$ cat src/fpc_pkg.sv
/*
 * Constants for the flyback protection control block: timing counts, event counts and widths.
 * Assumes a 100 MHz system clock and comparator outputs from an analog front end.
 */
package fpc_pkg;
    localparam int CLK_PERIOD_NS = 10;
    localparam int BLANK_NS = 350;
    localparam int BLANK_CYC = (BLANK_NS + CLK_PERIOD_NS - 1) / CLK_PERIOD_NS;
    localparam int AUX_SAMPLE_NS = 3000;
    localparam int AUX_SAMPLE_CYC = (AUX_SAMPLE_NS + CLK_PERIOD_NS - 1) / CLK_PERIOD_NS;
    localparam int SHORT_MS = 16;
    localparam int SHORT_CYC_DEF = SHORT_MS * 100000;
    localparam int OVERLOAD_TICKS_DEF = 64;
    localparam int RESTART_COUNT = 4;
    localparam int AUX_OV_COUNT = 4;
    localparam logic [1:0] RESTART_LAST = 2'h3;
    localparam logic [2:0] AUX_OV_LAST = 3'h4;
    localparam int CNT_W = 24;
    localparam int TIM_W = 12;
    localparam int SYNC_W = 11;
endpackage

$ cat src/fpc_flyback_protection_control.sv
/*
 * Flyback gate gating and fault control: current limit with blanking, overload and
 * short-circuit timing, supply and auxiliary overvoltage, over-temperature, external latch.
 * Assumes all inputs but the two latch-mode selects are comparator outputs from outside the clock domain, and that
 * the timing capacitor comparator toggles once per timer clock.
 */
`timescale 1ns/1ps
`default_nettype none
//////////////////////////////////////////////////////////////////////////////////////////////
// Function
// - Sense above limit ends gate pulse
// - Compensation current on high line, high comp
// - Ignore sense 350 ns after turn-on
// - Auto-recovery: retry at each lockout-on
// - Latch mode: clear only via power-down-clear
// - Comp high past overload delay trips
// - Overload delay counts timer capacitor clocks
// - Timer sets overload debounce, 64 ticks
// - Overload releases on fourth lockout-off
// - Comp high 16 ms, low supply trips
// - Supply overvoltage stops gate at once
// - Aux falling edge starts gate pulse
// - Sample aux overvoltage 3 us after turn-off
// - Sample over 300 uA is event
// - Four consecutive events switch gate off
// - Over-temperature disables gate with hysteresis
// - External pin low latches off
// - External latch clears via power-down-clear
module fpc_flyback_protection_control
    import fpc_pkg::*;
#(
    parameter int SHORT_CYC = SHORT_CYC_DEF,
    parameter int OVERLOAD_TICKS = OVERLOAD_TICKS_DEF
) (
    input wire logic clk,
    input wire logic reset,
    input wire logic currentSenseOverLimit,
    input wire logic feedbackCompAboveComp,
    input wire logic feedbackCompOverload,
    input wire logic auxWindingZeroCross,
    input wire logic auxOvercurrentSample,
    input wire logic highLineDetect,
    input wire logic supplyLockoutOn,
    input wire logic supplyLockoutOff,
    input wire logic powerDownClear,
    input wire logic supplyBelowShortLevel,
    input wire logic supplyOvervoltage,
    input wire logic overTemperature,
    input wire logic externalFaultLow,
    input wire logic timerCapInput,
    input wire logic supplyOvLatchMode,
    input wire logic auxOvLatchMode,
    output logic flybackGateOut,
    output logic compCurrentEnable,
    output logic faultActive
);

    //////////////////////////////////////////////////////////////////////////////////////////
    // Input synchronisers.

    logic [SYNC_W-1:0] rawIn;
    logic [SYNC_W-1:0] syncIn;

    assign rawIn = {currentSenseOverLimit, feedbackCompAboveComp, feedbackCompOverload,
                    auxWindingZeroCross, auxOvercurrentSample, highLineDetect,
                    supplyLockoutOn, supplyLockoutOff, powerDownClear,
                    supplyOvervoltage, timerCapInput};

    genvar gi;
    generate
        for (gi = 0; gi < SYNC_W; gi++) begin : g_sync
            fpc_sync u_sync (
                .clk(clk),
                .reset(reset),
                .din(rawIn[gi]),
                .dout(syncIn[gi])
            );
        end
    endgenerate

    logic senseHigh;
    logic compAbove;
    logic compOverload;
    logic auxHigh;
    logic auxOv;
    logic highLine;
    logic lockOn;
    logic lockOff;
    logic pdClear;
    logic supplyOv;
    logic timerIn;
    logic supplyLow;
    logic hotChip;
    logic extLow;

    assign {senseHigh, compAbove, compOverload, auxHigh, auxOv, highLine,
            lockOn, lockOff, pdClear, supplyOv, timerIn} = syncIn;

    fpc_sync u_sync_low (.clk(clk), .reset(reset), .din(supplyBelowShortLevel),
                         .dout(supplyLow));
    fpc_sync u_sync_hot (.clk(clk), .reset(reset), .din(overTemperature), .dout(hotChip));
    fpc_sync u_sync_ext (.clk(clk), .reset(reset), .din(externalFaultLow), .dout(extLow));

    //////////////////////////////////////////////////////////////////////////////////////////
    // State.

    typedef enum logic [1:0] {GATE_IDLE, GATE_ON, GATE_OFF_WAIT} fpc_gate_type;

    typedef struct packed {
        fpc_gate_type gate;
        logic gateOut;
        logic compEn;
        logic faultOut;
        logic [TIM_W-1:0] blankCnt;
        logic [TIM_W-1:0] sampleCnt;
        logic [CNT_W-1:0] shortCnt;
        logic [7:0] olTicks;
        logic timerPrev;
        logic auxPrev;
        logic lockOnPrev;
        logic lockOffPrev;
        logic [2:0] auxOvCnt;
        logic [1:0] restartCnt;
        logic overloadLatch;
        logic autoLatch;
        logic hardLatch;
        logic pdSeen;
    } fpc_state_type;

    fpc_state_type st_r;
    fpc_state_type st_nxt;

    logic lockOnRise;
    logic lockOffRise;
    logic timerTick;
    logic auxFall;
    logic gateBlocked;

    assign lockOnRise = lockOn && !st_r.lockOnPrev;
    assign lockOffRise = lockOff && !st_r.lockOffPrev;
    assign timerTick = timerIn && !st_r.timerPrev;
    assign auxFall = !auxHigh && st_r.auxPrev;
    // Over-temperature is not latched; the front end supplies the hysteresis.
    assign gateBlocked = st_r.overloadLatch || st_r.autoLatch || st_r.hardLatch || hotChip
                         || supplyOv;

    //////////////////////////////////////////////////////////////////////////////////////////
    // Next state.

    always_comb begin
        st_nxt = st_r;
        st_nxt.timerPrev = timerIn;
        st_nxt.auxPrev = auxHigh;
        st_nxt.lockOnPrev = lockOn;
        st_nxt.lockOffPrev = lockOff;
        st_nxt.compEn = highLine && compAbove;

        // Overload debounce counts timer ticks while comp stays high.
        if (!compOverload) begin
            st_nxt.olTicks = 8'h00;
        end else if (timerTick && st_r.olTicks < 8'(OVERLOAD_TICKS)) begin
            st_nxt.olTicks = st_r.olTicks + 8'h01;
        end

        if (!(compOverload && supplyLow)) begin
            st_nxt.shortCnt = '0;
        end else if (st_r.shortCnt < CNT_W'(SHORT_CYC)) begin
            st_nxt.shortCnt = st_r.shortCnt + 1'b1;
        end

        // Overload: latched until the fourth lockout-off event.
        if (st_r.olTicks >= 8'(OVERLOAD_TICKS) && !st_r.overloadLatch) begin
            st_nxt.overloadLatch = 1'b1;
            st_nxt.restartCnt = 2'h0;
        end else if (st_r.overloadLatch && lockOffRise) begin
            if (st_r.restartCnt == RESTART_LAST) begin
                st_nxt.overloadLatch = 1'b0;
                st_nxt.olTicks = 8'h00;
            end else begin
                st_nxt.restartCnt = st_r.restartCnt + 2'h1;
            end
        end

        // Auto-recovery latch retries on lockout-on; set wins over clear.
        if (lockOnRise) begin
            st_nxt.autoLatch = 1'b0;
        end
        if (st_r.pdSeen && lockOnRise) begin
            st_nxt.hardLatch = 1'b0;
            st_nxt.pdSeen = 1'b0;
        end
        if (pdClear && st_r.hardLatch) begin
            st_nxt.pdSeen = 1'b1;
        end

        if (st_r.shortCnt >= CNT_W'(SHORT_CYC)) begin
            st_nxt.autoLatch = 1'b1;
        end
        if (supplyOv) begin
            if (supplyOvLatchMode) begin
                st_nxt.hardLatch = 1'b1;
            end else begin
                st_nxt.autoLatch = 1'b1;
            end
        end
        if (extLow) begin
            st_nxt.hardLatch = 1'b1;
        end

        // Gate pulse sequencing.
        st_nxt.gateOut = 1'b0;
        case (st_r.gate)
            GATE_IDLE: begin
                if (auxFall && !gateBlocked) begin
                    st_nxt.gate = GATE_ON;
                    st_nxt.blankCnt = '0;
                    st_nxt.gateOut = 1'b1;
                end
            end
            GATE_ON: begin
                st_nxt.gateOut = 1'b1;
                if (st_r.blankCnt < TIM_W'(BLANK_CYC)) begin
                    st_nxt.blankCnt = st_r.blankCnt + 1'b1;
                end
                if (gateBlocked || (senseHigh && st_r.blankCnt >= TIM_W'(BLANK_CYC))) begin
                    st_nxt.gate = GATE_OFF_WAIT;
                    st_nxt.gateOut = 1'b0;
                    st_nxt.sampleCnt = '0;
                end
            end
            GATE_OFF_WAIT: begin
                st_nxt.sampleCnt = st_r.sampleCnt + 1'b1;
                if (st_r.sampleCnt >= TIM_W'(AUX_SAMPLE_CYC - 1)) begin
                    st_nxt.gate = GATE_IDLE;
                    if (auxOv) begin
                        st_nxt.auxOvCnt = st_r.auxOvCnt + 3'h1;
                        if (st_r.auxOvCnt + 3'h1 >= AUX_OV_LAST) begin
                            st_nxt.auxOvCnt = 3'h0;
                            if (auxOvLatchMode) begin
                                st_nxt.hardLatch = 1'b1;
                            end else begin
                                st_nxt.autoLatch = 1'b1;
                            end
                        end
                    end else begin
                        st_nxt.auxOvCnt = 3'h0;
                    end
                end
            end
            default: begin
                st_nxt.gate = GATE_IDLE;
            end
        endcase

        st_nxt.faultOut = st_nxt.overloadLatch || st_nxt.autoLatch || st_nxt.hardLatch;
    end

    always_ff @(posedge clk or posedge reset) begin
        if (reset) begin
            st_r <= '0;
        end else begin
            st_r <= st_nxt;
        end
    end

    assign flybackGateOut = st_r.gateOut;
    assign compCurrentEnable = st_r.compEn;
    assign faultActive = st_r.faultOut;

    //////////////////////////////////////////////////////////////////////////////////////////
    // Checks.

    // A fault may still end a pulse inside the window; only the sense input is masked.
    gate_blank_a: assert property (@(posedge clk) disable iff (reset)
        (st_r.gate == GATE_ON && st_r.blankCnt < TIM_W'(BLANK_CYC) && !gateBlocked)
        |=> st_r.gateOut)
        else $error("gate ended inside the blanking window");

    sense_stop_a: assert property (@(posedge clk) disable iff (reset)
        (st_r.gate == GATE_ON && senseHigh && st_r.blankCnt >= TIM_W'(BLANK_CYC))
        |=> !st_r.gateOut)
        else $error("gate not ended by current limit");

    comp_enable_a: assert property (@(posedge clk) disable iff (reset)
        (highLine && compAbove) |=> compCurrentEnable)
        else $error("compensation current not enabled");

    supply_ov_a: assert property (@(posedge clk) disable iff (reset)
        supplyOv |=> !flybackGateOut)
        else $error("gate on during supply overvoltage");

    hot_off_a: assert property (@(posedge clk) disable iff (reset)
        hotChip |=> !flybackGateOut)
        else $error("gate on while over temperature");

    ext_latch_a: assert property (@(posedge clk) disable iff (reset)
        extLow |=> st_r.hardLatch && faultActive)
        else $error("external fault did not latch");

    aux_clear_a: assert property (@(posedge clk) disable iff (reset)
        (st_r.gate == GATE_OFF_WAIT && st_r.sampleCnt >= TIM_W'(AUX_SAMPLE_CYC - 1) && !auxOv)
        |=> st_r.auxOvCnt == 3'h0)
        else $error("aux event counter not cleared");

    overload_hold_a: assert property (@(posedge clk) disable iff (reset)
        (st_r.overloadLatch && !(lockOffRise && st_r.restartCnt == RESTART_LAST))
        |=> st_r.overloadLatch)
        else $error("overload released early");

    latch_hold_a: assert property (@(posedge clk) disable iff (reset)
        (st_r.hardLatch && !st_r.pdSeen) |=> st_r.hardLatch)
        else $error("latch cleared without power-down-clear");

    aux_start_a: assert property (@(posedge clk) disable iff (reset)
        $rose(st_r.gateOut) |-> $past(auxFall))
        else $error("gate started without zero crossing");

endmodule
`default_nettype wire

$ cat src/fpc_sync.sv
/*
 * Three-stage synchroniser with agreement filter for one asynchronous level.
 * Assumes the input is a slow comparator or pin level.
 */
`timescale 1ns/1ps
`default_nettype none
module fpc_sync (
    input wire logic clk,
    input wire logic reset,
    input wire logic din,
    output logic dout
);
    logic s1_r;
    logic s2_r;
    logic s3_r;
    logic out_r;

    always_ff @(posedge clk or posedge reset) begin
        if (reset) begin
            s1_r <= 1'b0;
            s2_r <= 1'b0;
            s3_r <= 1'b0;
            out_r <= 1'b0;
        end else begin
            s1_r <= din;
            s2_r <= s1_r;
            s3_r <= s2_r;
            // A change counts only when the second and third stages agree.
            if (s2_r == s3_r) begin
                out_r <= s3_r;
            end
        end
    end

    assign dout = out_r;
endmodule
`default_nettype wire

$ cat config.mk
export PLATFORM = sky130hd
export DESIGN_NAME = fpc_flyback_protection_control
export DESIGN_NICKNAME = d
export VERILOG_FILES = /design/src/fpc_pkg.sv /design/src/fpc_flyback_protection_control.sv /design/src/fpc_sync.sv
export SDC_FILE = /design/constraint.sdc
export NUM_CORES = 1
export LEC_CHECK = 0
export ABC_CLOCK_PERIOD_IN_PS = 4700
export CAP_MARGIN = 20
export CORE_AREA = 2 2 79 138
export DETAILED_ROUTE_END_ITERATION = 16
export DIE_AREA = 0 0 81 140
export DONT_BUFFER_PORTS = 1
export GPL_ROUTABILITY_DRIVEN = 1
export GPL_TIMING_DRIVEN = 0
export HOLD_SLACK_MARGIN = 0.05
export PLACE_DENSITY = 0.64
export SLEW_MARGIN = 10
export SYNTH_ARGS = -nofsm -noshare
export SYNTH_HDL_FRONTEND = slang
export SYNTH_SLANG_ARGS = --single-unit
$ cat constraint.sdc
create_clock -name clk -period 4.7 [get_ports clk]
set_input_delay 0.235 -clock clk [delete_from_list [all_inputs] [get_ports clk]]
set_output_delay 0.235 -clock clk [all_outputs]
set_load 0.02 [all_outputs]
After elaboration in Yosys (flattened, before gate mapping)
Cells that the tools add are included.
{"block": "totals", "register_bits": 130, "in_bits": 18, "output_inout_bits": 3}
{"block": "classes", "n_addsub": 6, "order_cmp": 8, "eq_ne": 23, "n_mux": 37, "n_reduce_logical": 36}
{"operator": "$mux 24", "n": 2}
{"operator": "$pmux 12 s2", "n": 2}
{"operator": "$mux 8", "n": 5}
{"operator": "$mux 12", "n": 3}
{"operator": "$add 12x1->12 const B", "n": 2}
{"operator": "$add 24x1->24 const B", "n": 1}
{"operator": "$ge 24x21->1 const B", "n": 1}
{"operator": "$lt 24x21->1 const B", "n": 1}
{"operator": "$mux 3", "n": 6}
{"operator": "$mux 2", "n": 8}
{"operator": "$eq 1x1->1", "n": 14}
{"operator": "$logic_and 1x1->1", "n": 13}
{"operator": "$ge 12x6->1 const B", "n": 1}
{"operator": "$ge 12x9->1 const B", "n": 1}
{"operator": "$lt 12x6->1 const B", "n": 1}
{"operator": "$ne 2x2->1 const B", "n": 5}
{"operator": "$mux 1", "n": 9}
{"operator": "$add 8x1->8 const B", "n": 1}
{"operator": "$ge 8x7->1 const B", "n": 1}
{"operator": "$lt 8x7->1 const B", "n": 1}
{"operator": "$reduce_bool 2->1", "n": 4}
{"operator": "$logic_or 1x1->1", "n": 7}
{"operator": "$logic_not 1->1", "n": 6}
{"operator": "$pmux 2 s3", "n": 1}
{"operator": "other kinds (10)", "n": 14}

Depth between registers and ports, before layout
Gate-level depths: netlist of run 1.
{"block": "logic_depth", "depth_word": 14, "ltp_mapped": 6, "depth_no_buf": 6}

Hierarchy
From an unflattened synthesis of run 1, not the netlist that was laid out.
{"block": "hier_totals", "cells_unflattened": 428, "area_unflattened_um2": 5119.9}
{"mod": "fpc_flyback_protection_control", "n_inst": 1, "cells_per_inst": 344, "area_per_inst_um2": 3508.4, "seq_area_each_um2": 1851.8}
{"mod": "fpc_sync", "n_inst": 14, "cells_per_inst": 6, "area_per_inst_um2": 115.1, "seq_area_each_um2": 100.1}

Worst setup path before layout of run 1
Ideal clock, no wire load.
{"block": "synth_timing", "path_kind": "reg2reg", "startpoint": "register st_r[37] (netlist name)", "endpoint": "register st_r[37] (netlist name)", "arrival_ns": 1.976, "t_required_ns": 4.621, "path_slack_ns": 2.645, "path_stages_with_launch": 7, "path_buffers": 1, "period_less_slack_ns": 2.055, "path_cell_list": "dfrtp_1 > o311a_1 > or2_1 > buf_6 > or2_4 > or4_1 > a21oi_1"}
{"block": "synth_via", "elab_chain_len": 3, "word_cells_on_any_way": 5, "classes_between": "add/sub (1); order compare (1); eq/ne (1); mux (2)"}
{"element": "start, declared", "line_no": "fpc_flyback_protection_control.sv:130", "source": "fpc_state_type st_r;"}
{"element": "start signal, assigned", "line_no": "fpc_flyback_protection_control.sv:262", "source": "st_r <= st_nxt;"}
{"element": "$add 24x1->24", "line_no": "fpc_flyback_protection_control.sv:168", "source": "st_nxt.shortCnt = st_r.shortCnt + 1'b1;"}
{"element": "$mux 24", "line_no": "fpc_flyback_protection_control.sv:167", "source": "end else if (st_r.shortCnt < CNT_W'(SHORT_CYC)) begin"}
{"element": "$mux 24", "line_no": "fpc_flyback_protection_control.sv:165", "source": "if (!(compOverload && supplyLow)) begin"}
Parallel ways exist; a longest one is shown, timed or not. The select of a mux whose other input is x is not followed.
A chain may end at the register's enable or synchronous reset.

Worst setup path in the final report of run 1
{"block": "layout_timing", "startpoint": "register st_r[37] (netlist name)", "endpoint": "register st_r[38] (netlist name)"}
The elaborated chain is that of the path after synthesis.

==> load_flow_metrics.sql, run 1 <==
INSERT INTO impl_metrics (metric_group, metric, value, unit) VALUES
('outcome', 'status', 'finished, final reports clean', ''),
('floorplanning', 'fp.dieArea', '11300', 'um^2'),
('critical_path', 'worstSetupStartpoint', 'st_r[37]', ''),
('critical_path', 'critical_path.top_delay_family', 'compound AO/OA/AOI/OAI gates', ''),
('logic_synthesis', 'yosys.area_share.simple', '16.9', '%'),
('logic_synthesis', 'synth_xor_xnor_area_share', '4.52', '%'),
('clock_tree', 'path_clk_slew', '0.06', 'ns'),
('logic_synthesis', 'post-synth-top-area-fraction', '64.5', '%'),
('floorplanning', 'core-area', '10200', 'um^2'),
('critical_path', 'critPathSlowestCell', 'sky130_fd_sc_hd__dfrtp_1', ''),
('critical_path', 'path_class', 'reg -> reg', ''),
('timing', 'setup-tns-final', '0', 'ns'),
('route', 'via_count', '3109', ''),
('critical_path', 'critical_path_cell_by_cell', 'o311a_1 -> or3_1 -> clkbuf_1 -> nor2_1 -> a31oi_1 -> a41o_2', ''),
('logic_synthesis', 'synth_compound_area_share', '6.05', '%'),
('critical_path', 'r2r_end', 'st_r[38]', ''),
('grt', 'vias_in_the_first_global_route', '3250', ''),
('critical_path', 'worstSetupStartpointType', 'flip-flop', ''),
('clock_tree', 'clk_latency', '0.41', 'ns'),
('critical_path', 'cp_num_cells', '6', ''),
('finish', 'diodes', '0', ''),
('worst_hold_path', 'min_delay_path_depth', '3', ''),
('timing', 'final_max_slew_viol_count', '0', ''),
('floorplanning', 'effective_utilization_at_floorplan', '49.6', '%'),
('critical_path', 'worst_path_buffer_plus_inverter_count', '1', ''),
('grt', 'total_grt_usage', '17.0', '%'),
('clock_tree', 'cts_max_path_buffers', '2', ''),
('logic_synthesis', 'synth.area.top_cells', 'sky130_fd_sc_hd__dfrtp_1 (65%), sky130_fd_sc_hd__nor2_1 (3.1%), sky130_fd_sc_hd__xnor2_1 (3.0%), sky130_fd_sc_hd__maj3_1 (2.8%), sky130_fd_sc_hd__nand2_1 (1.9%)', ''),
('logic_synthesis', 'most_frequently_used_flop_master_after_synthesis', 'sky130_fd_sc_hd__dfrtp_1', ''),
('logic_synthesis', 'synth_top_family_by_area', 'simple AND/OR/NAND/NOR gates', ''),
('clock_tree', 'tritoncts', 'built', ''),
('critical_path', 'rr_startpoint', 'st_r[37]', ''),
('finish', 'finalNetCount', '467', ''),
('timing', 'timing_worst_slew_pin_value', '0.933', 'ns'),
('logic_synthesis', 'synth_mux_area_share', '2.01', '%'),
('timing', 'skew', '0.00932', 'ns'),
('placement', 'placement.io_buffers', '0', ''),
('finish', 'fillCellCount', '852', ''),
('timing', 'setup_repair_after_global_routing_missed_its_margin', 'no', ''),
('worst_hold_path', 'worst_hold_path_type', 'in -> reg', ''),
('timing', 'timing.final.crit_period', '2.24', 'ns'),
('finish', 'final_design_area_no_fill', '6010', 'um^2'),
('timing', 'fmaxAchievable', '0.447', 'GHz'),
('critical_path', 'r2r_setup_slack', '2.46', 'ns'),
('logic_synthesis', 'synth_cell_types', '52', ''),
('clock_tree', 'cts_made_buffers', '17', ''),
('grt', 'global_route.overflow_total', '0', ''),
('placement', 'worst_slack_after_detailed_placement', '2.48', 'ns'),
('route', 'routed_wire_length_per_instance', '14.7', 'um'),
('logic_synthesis', 'synthesis.area_per_instance', '12.5', 'um^2'),
('pwr', 'vdd.ir_drop.worst', '0.309', 'mV'),
('route', 'drt-pass1-iter-count', '4', ''),
('logic_synthesis', 'syn_inst', '405', ''),
('critical_path', 'crit_path_end', 'st_r[38]', ''),
('finish', 'syn_to_final_growth', '19.1', '%'),
('grt', 'grt_start_max_net_pins', '96', ''),
('grt', 'grt_antenna_before_repair', '0', ''),
('timing', 'final_worst_slack', '2.46', 'ns'),
('clock_tree', 'clock_tree.htree_level_count', '4', ''),
('logic_synthesis', 'synth-adder-area-share', '4.52', '%'),
('critical_path', 'critical_path.endpoint_type', 'flip-flop', ''),
('flow_run', 'timing.max_cap.violations', '0', ''),
('grt', 'grt_pass1_wl', '14800', 'um'),
('route', 'route.antenna.remaining_nets', '0', ''),
('route', 'detail_route.wirelength', '8560', 'um'),
('placement', 'globalplace.congestion', '0.779', ''),
('logic_synthesis', 'ys_seq_area_share', '64.5', '%'),
('logic_synthesis', 'syn_nets', '430', ''),
('route', 'drt_drc_violations_left', '0', ''),
('floorplanning', 'std_cell_rows', '49', ''),
('floorplanning', 'die-height', '140', 'um');
## sequential cells by signal, indices dropped and copies added (netlist names)
register            count
u_sync_hot.s2_r         1
u_sync_low.dout         1
u_sync_ext.s2_r         1
u_sync_hot.dout         1
g_sync.u_sync.dout     11
flybackGateOut          1
faultActive             1
u_sync_low.s1_r         1
compCurrentEnable       1
u_sync_hot.s3_r         1
u_sync_low.s2_r         1
g_sync.u_sync.s3_r     11
u_sync_ext.s3_r         1
u_sync_low.s3_r         1
g_sync.u_sync.s2_r     11
u_sync_ext.s1_r         1
u_sync_ext.dout         1
u_sync_hot.s1_r         1
st_r                   71
g_sync.u_sync.s1_r     11
## per-stage QoR
stage / hold WS (ns) / cells
after floorplan: 0.266 / 405
after global placement: 0.266 / 532
after detailed placement: 0.106 / 533
after CTS: 0.0611 / 581
after global routing: 0.111 / 581
final: 0.0823 / 581
## worst min path at each step
stage | slack [ns] | startpoint | endpoint
floorplan | 0.27 | timerCapInput | g_sync[0].u_sync.s1_r
global placement | 0.27 | auxWindingZeroCross | g_sync[7].u_sync.s1_r
detailed placement | 0.11 | reset | g_sync[0].u_sync.s1_r
CTS | 0.06 | supplyOvLatchMode | st_r[2]
global route | 0.11 | supplyOvLatchMode | st_r[2]
finish | 0.08 | supplyOvLatchMode | faultActive
## cell type report
| type | count | area [um^2] | area share, % |
|---|---|---|---|
| flip-flops and latches | 130 | 3250 | 54.2 |
| multi-input cells | 257 | 1720 | 28.6 |
| clock buffers | 18 | 439 | 7.31 |
| repair buffers | 18 | 198 | 3.29 |
| clock inverters | 13 | 161 | 2.69 |
| well taps | 127 | 159 | 2.65 |
| inverters | 10 | 42.5 | 0.708 |
| plain buffers | 8 | 37.5 | 0.625 |
## placed cells by master (no fill, tap or decap), types with 7 or more instances in the layout
master / netlist / final
sky130_fd_sc_hd__nor3_1: 11 / 11
sky130_fd_sc_hd__xor2_1: 9 / 9
sky130_fd_sc_hd__inv_1: 10 / 9
sky130_fd_sc_hd__ha_1: 7 / 7
sky130_fd_sc_hd__maj3_1: 14 / 14
sky130_fd_sc_hd__dlygate4sd3_1: 0 / 17
sky130_fd_sc_hd__nand3_1: 12 / 12
sky130_fd_sc_hd__and3_1: 9 / 9
sky130_fd_sc_hd__nor2_1: 41 / 41
sky130_fd_sc_hd__xnor2_1: 17 / 17
sky130_fd_sc_hd__nand4_1: 10 / 10
sky130_fd_sc_hd__mux2i_1: 9 / 9
sky130_fd_sc_hd__o21ai_0: 8 / 8
sky130_fd_sc_hd__nor2b_1: 11 / 11
sky130_fd_sc_hd__clkbuf_16: 0 / 17
sky130_fd_sc_hd__dfrtp_1: 130 / 130
sky130_fd_sc_hd__nand2_1: 26 / 26
## timing repair
item,in CTS,in global routing
hold endpoints to repair,52,0
hold buffers,17,0
setup buffers,0,0
## worst min-delay path, cell delays in order
cell and delay (ns):
sky130_fd_sc_hd__inv_1 0.03, sky130_fd_sc_hd__a221oi_1 0.08, sky130_fd_sc_hd__nand4b_1 0.09
## kinds of logic after synthesis
family	Yosys count
xor+xnor	26
compound gates	42
flops	130
fa+ha+maj	21
simple gates	158
buf+inv	18
mux	10
## metal layers
metal,share of wire [%],global-route usage (%),vias to the layer above,wire length (um)
met5,0,0,-,0
met4,2.1,6.96,0,179
met3,3.0,5.41,13,255
met2,53,28.9,44,4550
met1,42,19.5,1548,3570
li1,-,-,1504,-
## power breakdown
| group | switching, mW | internal [mW] | leakage, nW |
|---|---|---|---|
| Sequential | 0.0431 | 1.18 | 1.66 |
| Combinational | 0.0749 | 0.0543 | 0.755 |
| Clock | 0.466 | 0.844 | 0.284 |
| Total | 0.584 | 2.07 | 2.69 |
(Power assumes the default switching activity.)
==> run 2, diff against run 1 <==
- ABC_AREA: not set -> 1
- ABC_CLOCK_PERIOD_IN_PS: 4700 -> 2300
- CORE_AREA: 2 2 79 138 -> 2 2 84 146
- DIE_AREA: 0 0 81 140 -> 0 0 86 148
- PLACE_DENSITY: 0.64 -> 0.63
- clock period: 4.7 -> 2.3 ns (I/O delays scaled with it)
==> run 2 against run 1 <==
  * Clock power is 89% higher
  * Flip-flop and latch count stayed put
  * Design area is 9.1% higher
  * Sequential share of layout area is 4.5 points lower
  * Via count is 31% higher
  * Combinational power grew to 2.7 times the previous value
  * Worst setup slack worse by 2.0 ns
  * Die area is 12% higher
  * Worst hold slack better by 0.016 ns
  * Core utilization is 2.1 points lower
==> load_flow_metrics.sql, run 2 <==
INSERT INTO impl_metrics (metric_group, metric, value, unit) VALUES
('floorplanning', 'fp.dieArea', '12700', 'um^2'),
('finish', 'layout.cells.most_common_list', 'sky130_fd_sc_hd__nand2_1 (183), sky130_fd_sc_hd__dfrtp_1 (130), sky130_fd_sc_hd__nor2_1 (96)', ''),
('route', 'drt-pass1-iter-count', '4', ''),
('finish', 'largest-register', 'st_r', ''),
('logic_synthesis', 'synth_mux_area_share', '0', '%'),
('finish', 'finalNetCount', '697', ''),
('logic_synthesis', 'synth_warnings', '0', ''),
('clock_tree', 'cts_repair_resize_count', '0', ''),
('grt', 'grt_pass1_wl', '18900', 'um'),
('placement', 'placement.io_buffers', '0', ''),
('logic_synthesis', 'post-synth-top-area-fraction', '58.0', '%'),
('finish', 'layout.cells.most_common', 'sky130_fd_sc_hd__nand2_1', ''),
('route', 'via_count', '4078', ''),
('critical_path', 'crit_top_cell', 'sky130_fd_sc_hd__nand2_1', ''),
('critical_path', 'cp_data_arrival_time', '2.13', 'ns'),
('pwr', 'p_leak', '3.19', 'nW'),
('placement', 'detailedPlacementHpwl', '7690', 'um'),
('route', 'drt_drc_violations_left', '0', ''),
('logic_synthesis', 'synth.area.top_cells', 'sky130_fd_sc_hd__dfrtp_1 (58%), sky130_fd_sc_hd__nand2_1 (12%), sky130_fd_sc_hd__nor2_1 (6.4%), sky130_fd_sc_hd__nand3_1 (4.7%), sky130_fd_sc_hd__inv_1 (4.4%)', ''),
('floorplanning', 'core-area', '11500', 'um^2'),
('clock_tree', 'cts_post_setup_buffers_inserted', '0', ''),
('logic_synthesis', 'synth_compound_area_share', '3.50', '%'),
('clock_tree', 'post_cts_hold_buffer_count', '17', ''),
('finish', 'final_layout_size_suffix_gt1_share', '7.32', '%'),
('timing', 'max-slew-margin-rel', '56.8', '%'),
('route', 'drt_first_iter_violations', '215', ''),
('grt', 'grt_start_max_net_pins', '41', ''),
('clock_tree', 'clk_latency', '0.41', 'ns'),
('logic_synthesis', 'yosysTopAreaCell', 'sky130_fd_sc_hd__dfrtp_1', ''),
('finish', 'diodes', '0', ''),
('pwr', 'power.density_cell_area', '809', 'nW/um^2'),
('timing', 'timing_worst_slew_pin_value', '0.646', 'ns'),
('route', 'detail_route.wirelength', '11000', 'um'),
('critical_path', 'critical_path_cell_by_cell', 'ha_1 -> inv_1 -> nand2_1 -> nand2_1 -> nand2_1 -> nand2_1 -> nand2_1 -> nand3_1 -> nand2_1 -> dlygate4sd3_1', ''),
('route', 'routed_wire_length_per_instance', '13.5', 'um'),
('logic_synthesis', 'synth_common_cells', 'sky130_fd_sc_hd__nand2_1 (183), sky130_fd_sc_hd__dfrtp_1 (130), sky130_fd_sc_hd__nor2_1 (96)', ''),
('timing', 'final_period_utilization', '80.3', '%'),
('outcome', 'status', 'finished, final reports clean', ''),
('logic_synthesis', 'ys_seq_area_share', '58.0', '%'),
('floorplanning', 'effective_utilization_at_floorplan', '48.7', '%'),
('finish', 'utilization', '56.9', '%'),
('route', 'route.antenna.remaining_nets', '0', ''),
('pwr', 'vdd.ir_drop.worst', '0.496', 'mV'),
('flow_run', 'timing.max_cap.violations', '0', ''),
('clock_tree', 'path_clk_slew', '0.06', 'ns'),
('worst_hold_path', 'worst_hold_path_type', 'in -> reg', ''),
('timing', 'setup-violations-final', '0', ''),
('logic_synthesis', 'synth-edff-count', '0', ''),
('timing', 'fmaxAchievable', '0.542', 'GHz'),
('floorplanning', 'die-height', '148', 'um'),
('timing', 'setup_repair_after_global_routing_missed_its_margin', 'no', ''),
('critical_path', 'path_class', 'reg -> reg', ''),
('grt', 'total_grt_usage', '19.1', '%'),
('logic_synthesis', 'post-synth-top-count-cell', 'sky130_fd_sc_hd__nand2_1', ''),
('logic_synthesis', 'syn_nets', '658', ''),
('critical_path', 'worstSetupStartpointType', 'flip-flop', ''),
('logic_synthesis', 'synth_cell_types', '32', ''),
('route', 'vias_per_cell', '4.99', ''),
('floorplanning', 'dieWidth', '86', 'um'),
('grt', 'global_route.overflow_total', '0', ''),
('logic_synthesis', 'async_reset_ff_share', '100', '%'),
('timing', 'timing.final.crit_period', '1.85', 'ns'),
('logic_synthesis', 'synth_xor_xnor_area_share', '2.50', '%'),
('pwr', 'post-layout-total-power', '5.30', 'mW'),
('logic_synthesis', 'synth_top_family_by_area', 'simple AND/OR/NAND/NOR gates', ''),
('timing', 'final_max_slew_viol_count', '0', ''),
('critical_path', 'max_stage_delay', '0.56', 'ns'),
('grt', 'grt_antenna_before_repair', '0', ''),
('finish', 'largest_register_ff_count', '71', ''),
('clock_tree', 'cts_made_buffers', '17', ''),
('logic_synthesis', 'syn_inst', '633', ''),
('timing', 'timing_hold_violations_final', '0', ''),
('clock_tree', 'tritoncts', 'built', ''),
('clock_tree', 'cts_max_path_buffers', '2', ''),
('critical_path', 'critical_path.endpoint_type', 'flip-flop', ''),
('logic_synthesis', 'synthesis.area', '5610', 'um^2'),
('logic_synthesis', 'synthesis.area_per_instance', '8.87', 'um^2'),
('critical_path', 'worst_ep_required_time', '2.58', 'ns'),
('logic_synthesis', 'synth-adder-area-share', '4.06', '%'),
('critical_path', 'critPathSlowestCell', 'sky130_fd_sc_hd__dlygate4sd3_1', ''),
('finish', 'syn_to_final_growth', '16.8', '%'),
('clock_tree', 'clock_tree.root_cell', 'sky130_fd_sc_hd__clkbuf_16', ''),
('critical_path', 'timing.critical_path.fanout_max', '4', ''),
('logic_synthesis', 'most_frequently_used_flop_master_after_synthesis', 'sky130_fd_sc_hd__dfrtp_1', ''),
('logic_synthesis', 'yosys_register_bits', '130', ''),
('placement', 'globalplace.congestion', '0.931', ''),
('logic_synthesis', 'yosys.area_share.simple', '26.4', '%'),
('floorplanning', 'ios', '21', ''),
('timing', 'skew', '0.00947', 'ns'),
('clock_tree', 'clock_tree.htree_level_count', '4', ''),
('grt', 'vias_in_the_first_global_route', '4156', ''),
('floorplanning', 'std_cell_rows', '52', ''),
('clock_tree', 'cts.sink_count', '130', '');
[run 2: cells by family after synthesis]
group | Yosys count
flip-flops | 130
AND/OR/NAND/NOR | 355
AO/OA/AOI/OAI | 34
adder cells (fa/ha/maj) | 21
buffers and inverters | 77
XOR/XNOR | 16
[run 2: report_power, final]
part	total [mW]	internal [mW]	switching, mW
Clock	2.47	1.48	0.986
Sequential	2.49	2.41	0.0827
Combinational	0.346	0.123	0.223
Total	5.30	4.01	1.29
[run 2: cell type report]
class	count	area, um^2
clock buffer	19	433
fill	1002	4960
multi-input combinational	426	2050
inverter	68	259
buffer	9	56.3
sequential	130	3250
timing repair buffer	20	230
clock inverter	11	108
tap	135	169
[run 2: path summary, 6_finish.rpt]
| path | from | end | slack [ns] | cells past startpoint |
|---|---|---|---|---|
| min reg2reg | g_sync[6].u_sync.s1_r | g_sync[6].u_sync.s2_r | 0.35 | 0 |
| min in group asynchronous | reset | compCurrentEnable | 0.27 | 2 |
| max | st_r[45] | st_r[1] | 0.45 | 10 |
| min | auxOvLatchMode | st_r[2] | 0.1 | 5 |
| max reg2reg | st_r[45] | st_r[1] | 0.45 | 10 |
| max in group asynchronous | reset | g_sync[3].u_sync.s2_r | 0.95 | 5 |
[run 2: critical path: cells and delay by family (launching register included)]
| family | cells | cell delay, ns |
|---|---|---|
| flip-flops | 1 | 0.41 |
| AND/OR/NAND/NOR | 7 | 0.46 |
| adder cells (fa/ha/maj) | 1 | 0.23 |
| buffers and inverters | 2 | 0.62 |
[run 2: metal layers]
| metal | wire length (um) | track usage [%] |
|---|---|---|
| met5 | 0 | 0 |
| met4 | 261 | 9.52 |
| met3 | 249 | 4.19 |
| met2 | 5940 | 33.2 |
| met1 | 4560 | 21.7 |
[run 2: per-stage QoR]
step	area [um^2]	setup slack, ns	std cells	hold slack, ns	setup TNS (ns)
4_1_cts	6560	0.444	818	0.0847	0
5_1_grt	6560	0.341	818	0.145	0
6_report	6560	0.453	818	0.0981	0
3_3_place_gp	5780	-0.0504	768	0.146	-4.58
3_5_place_dp	5840	0.585	771	0.104	0
2_1_floorplan	5620	0.576	633	0.146	0
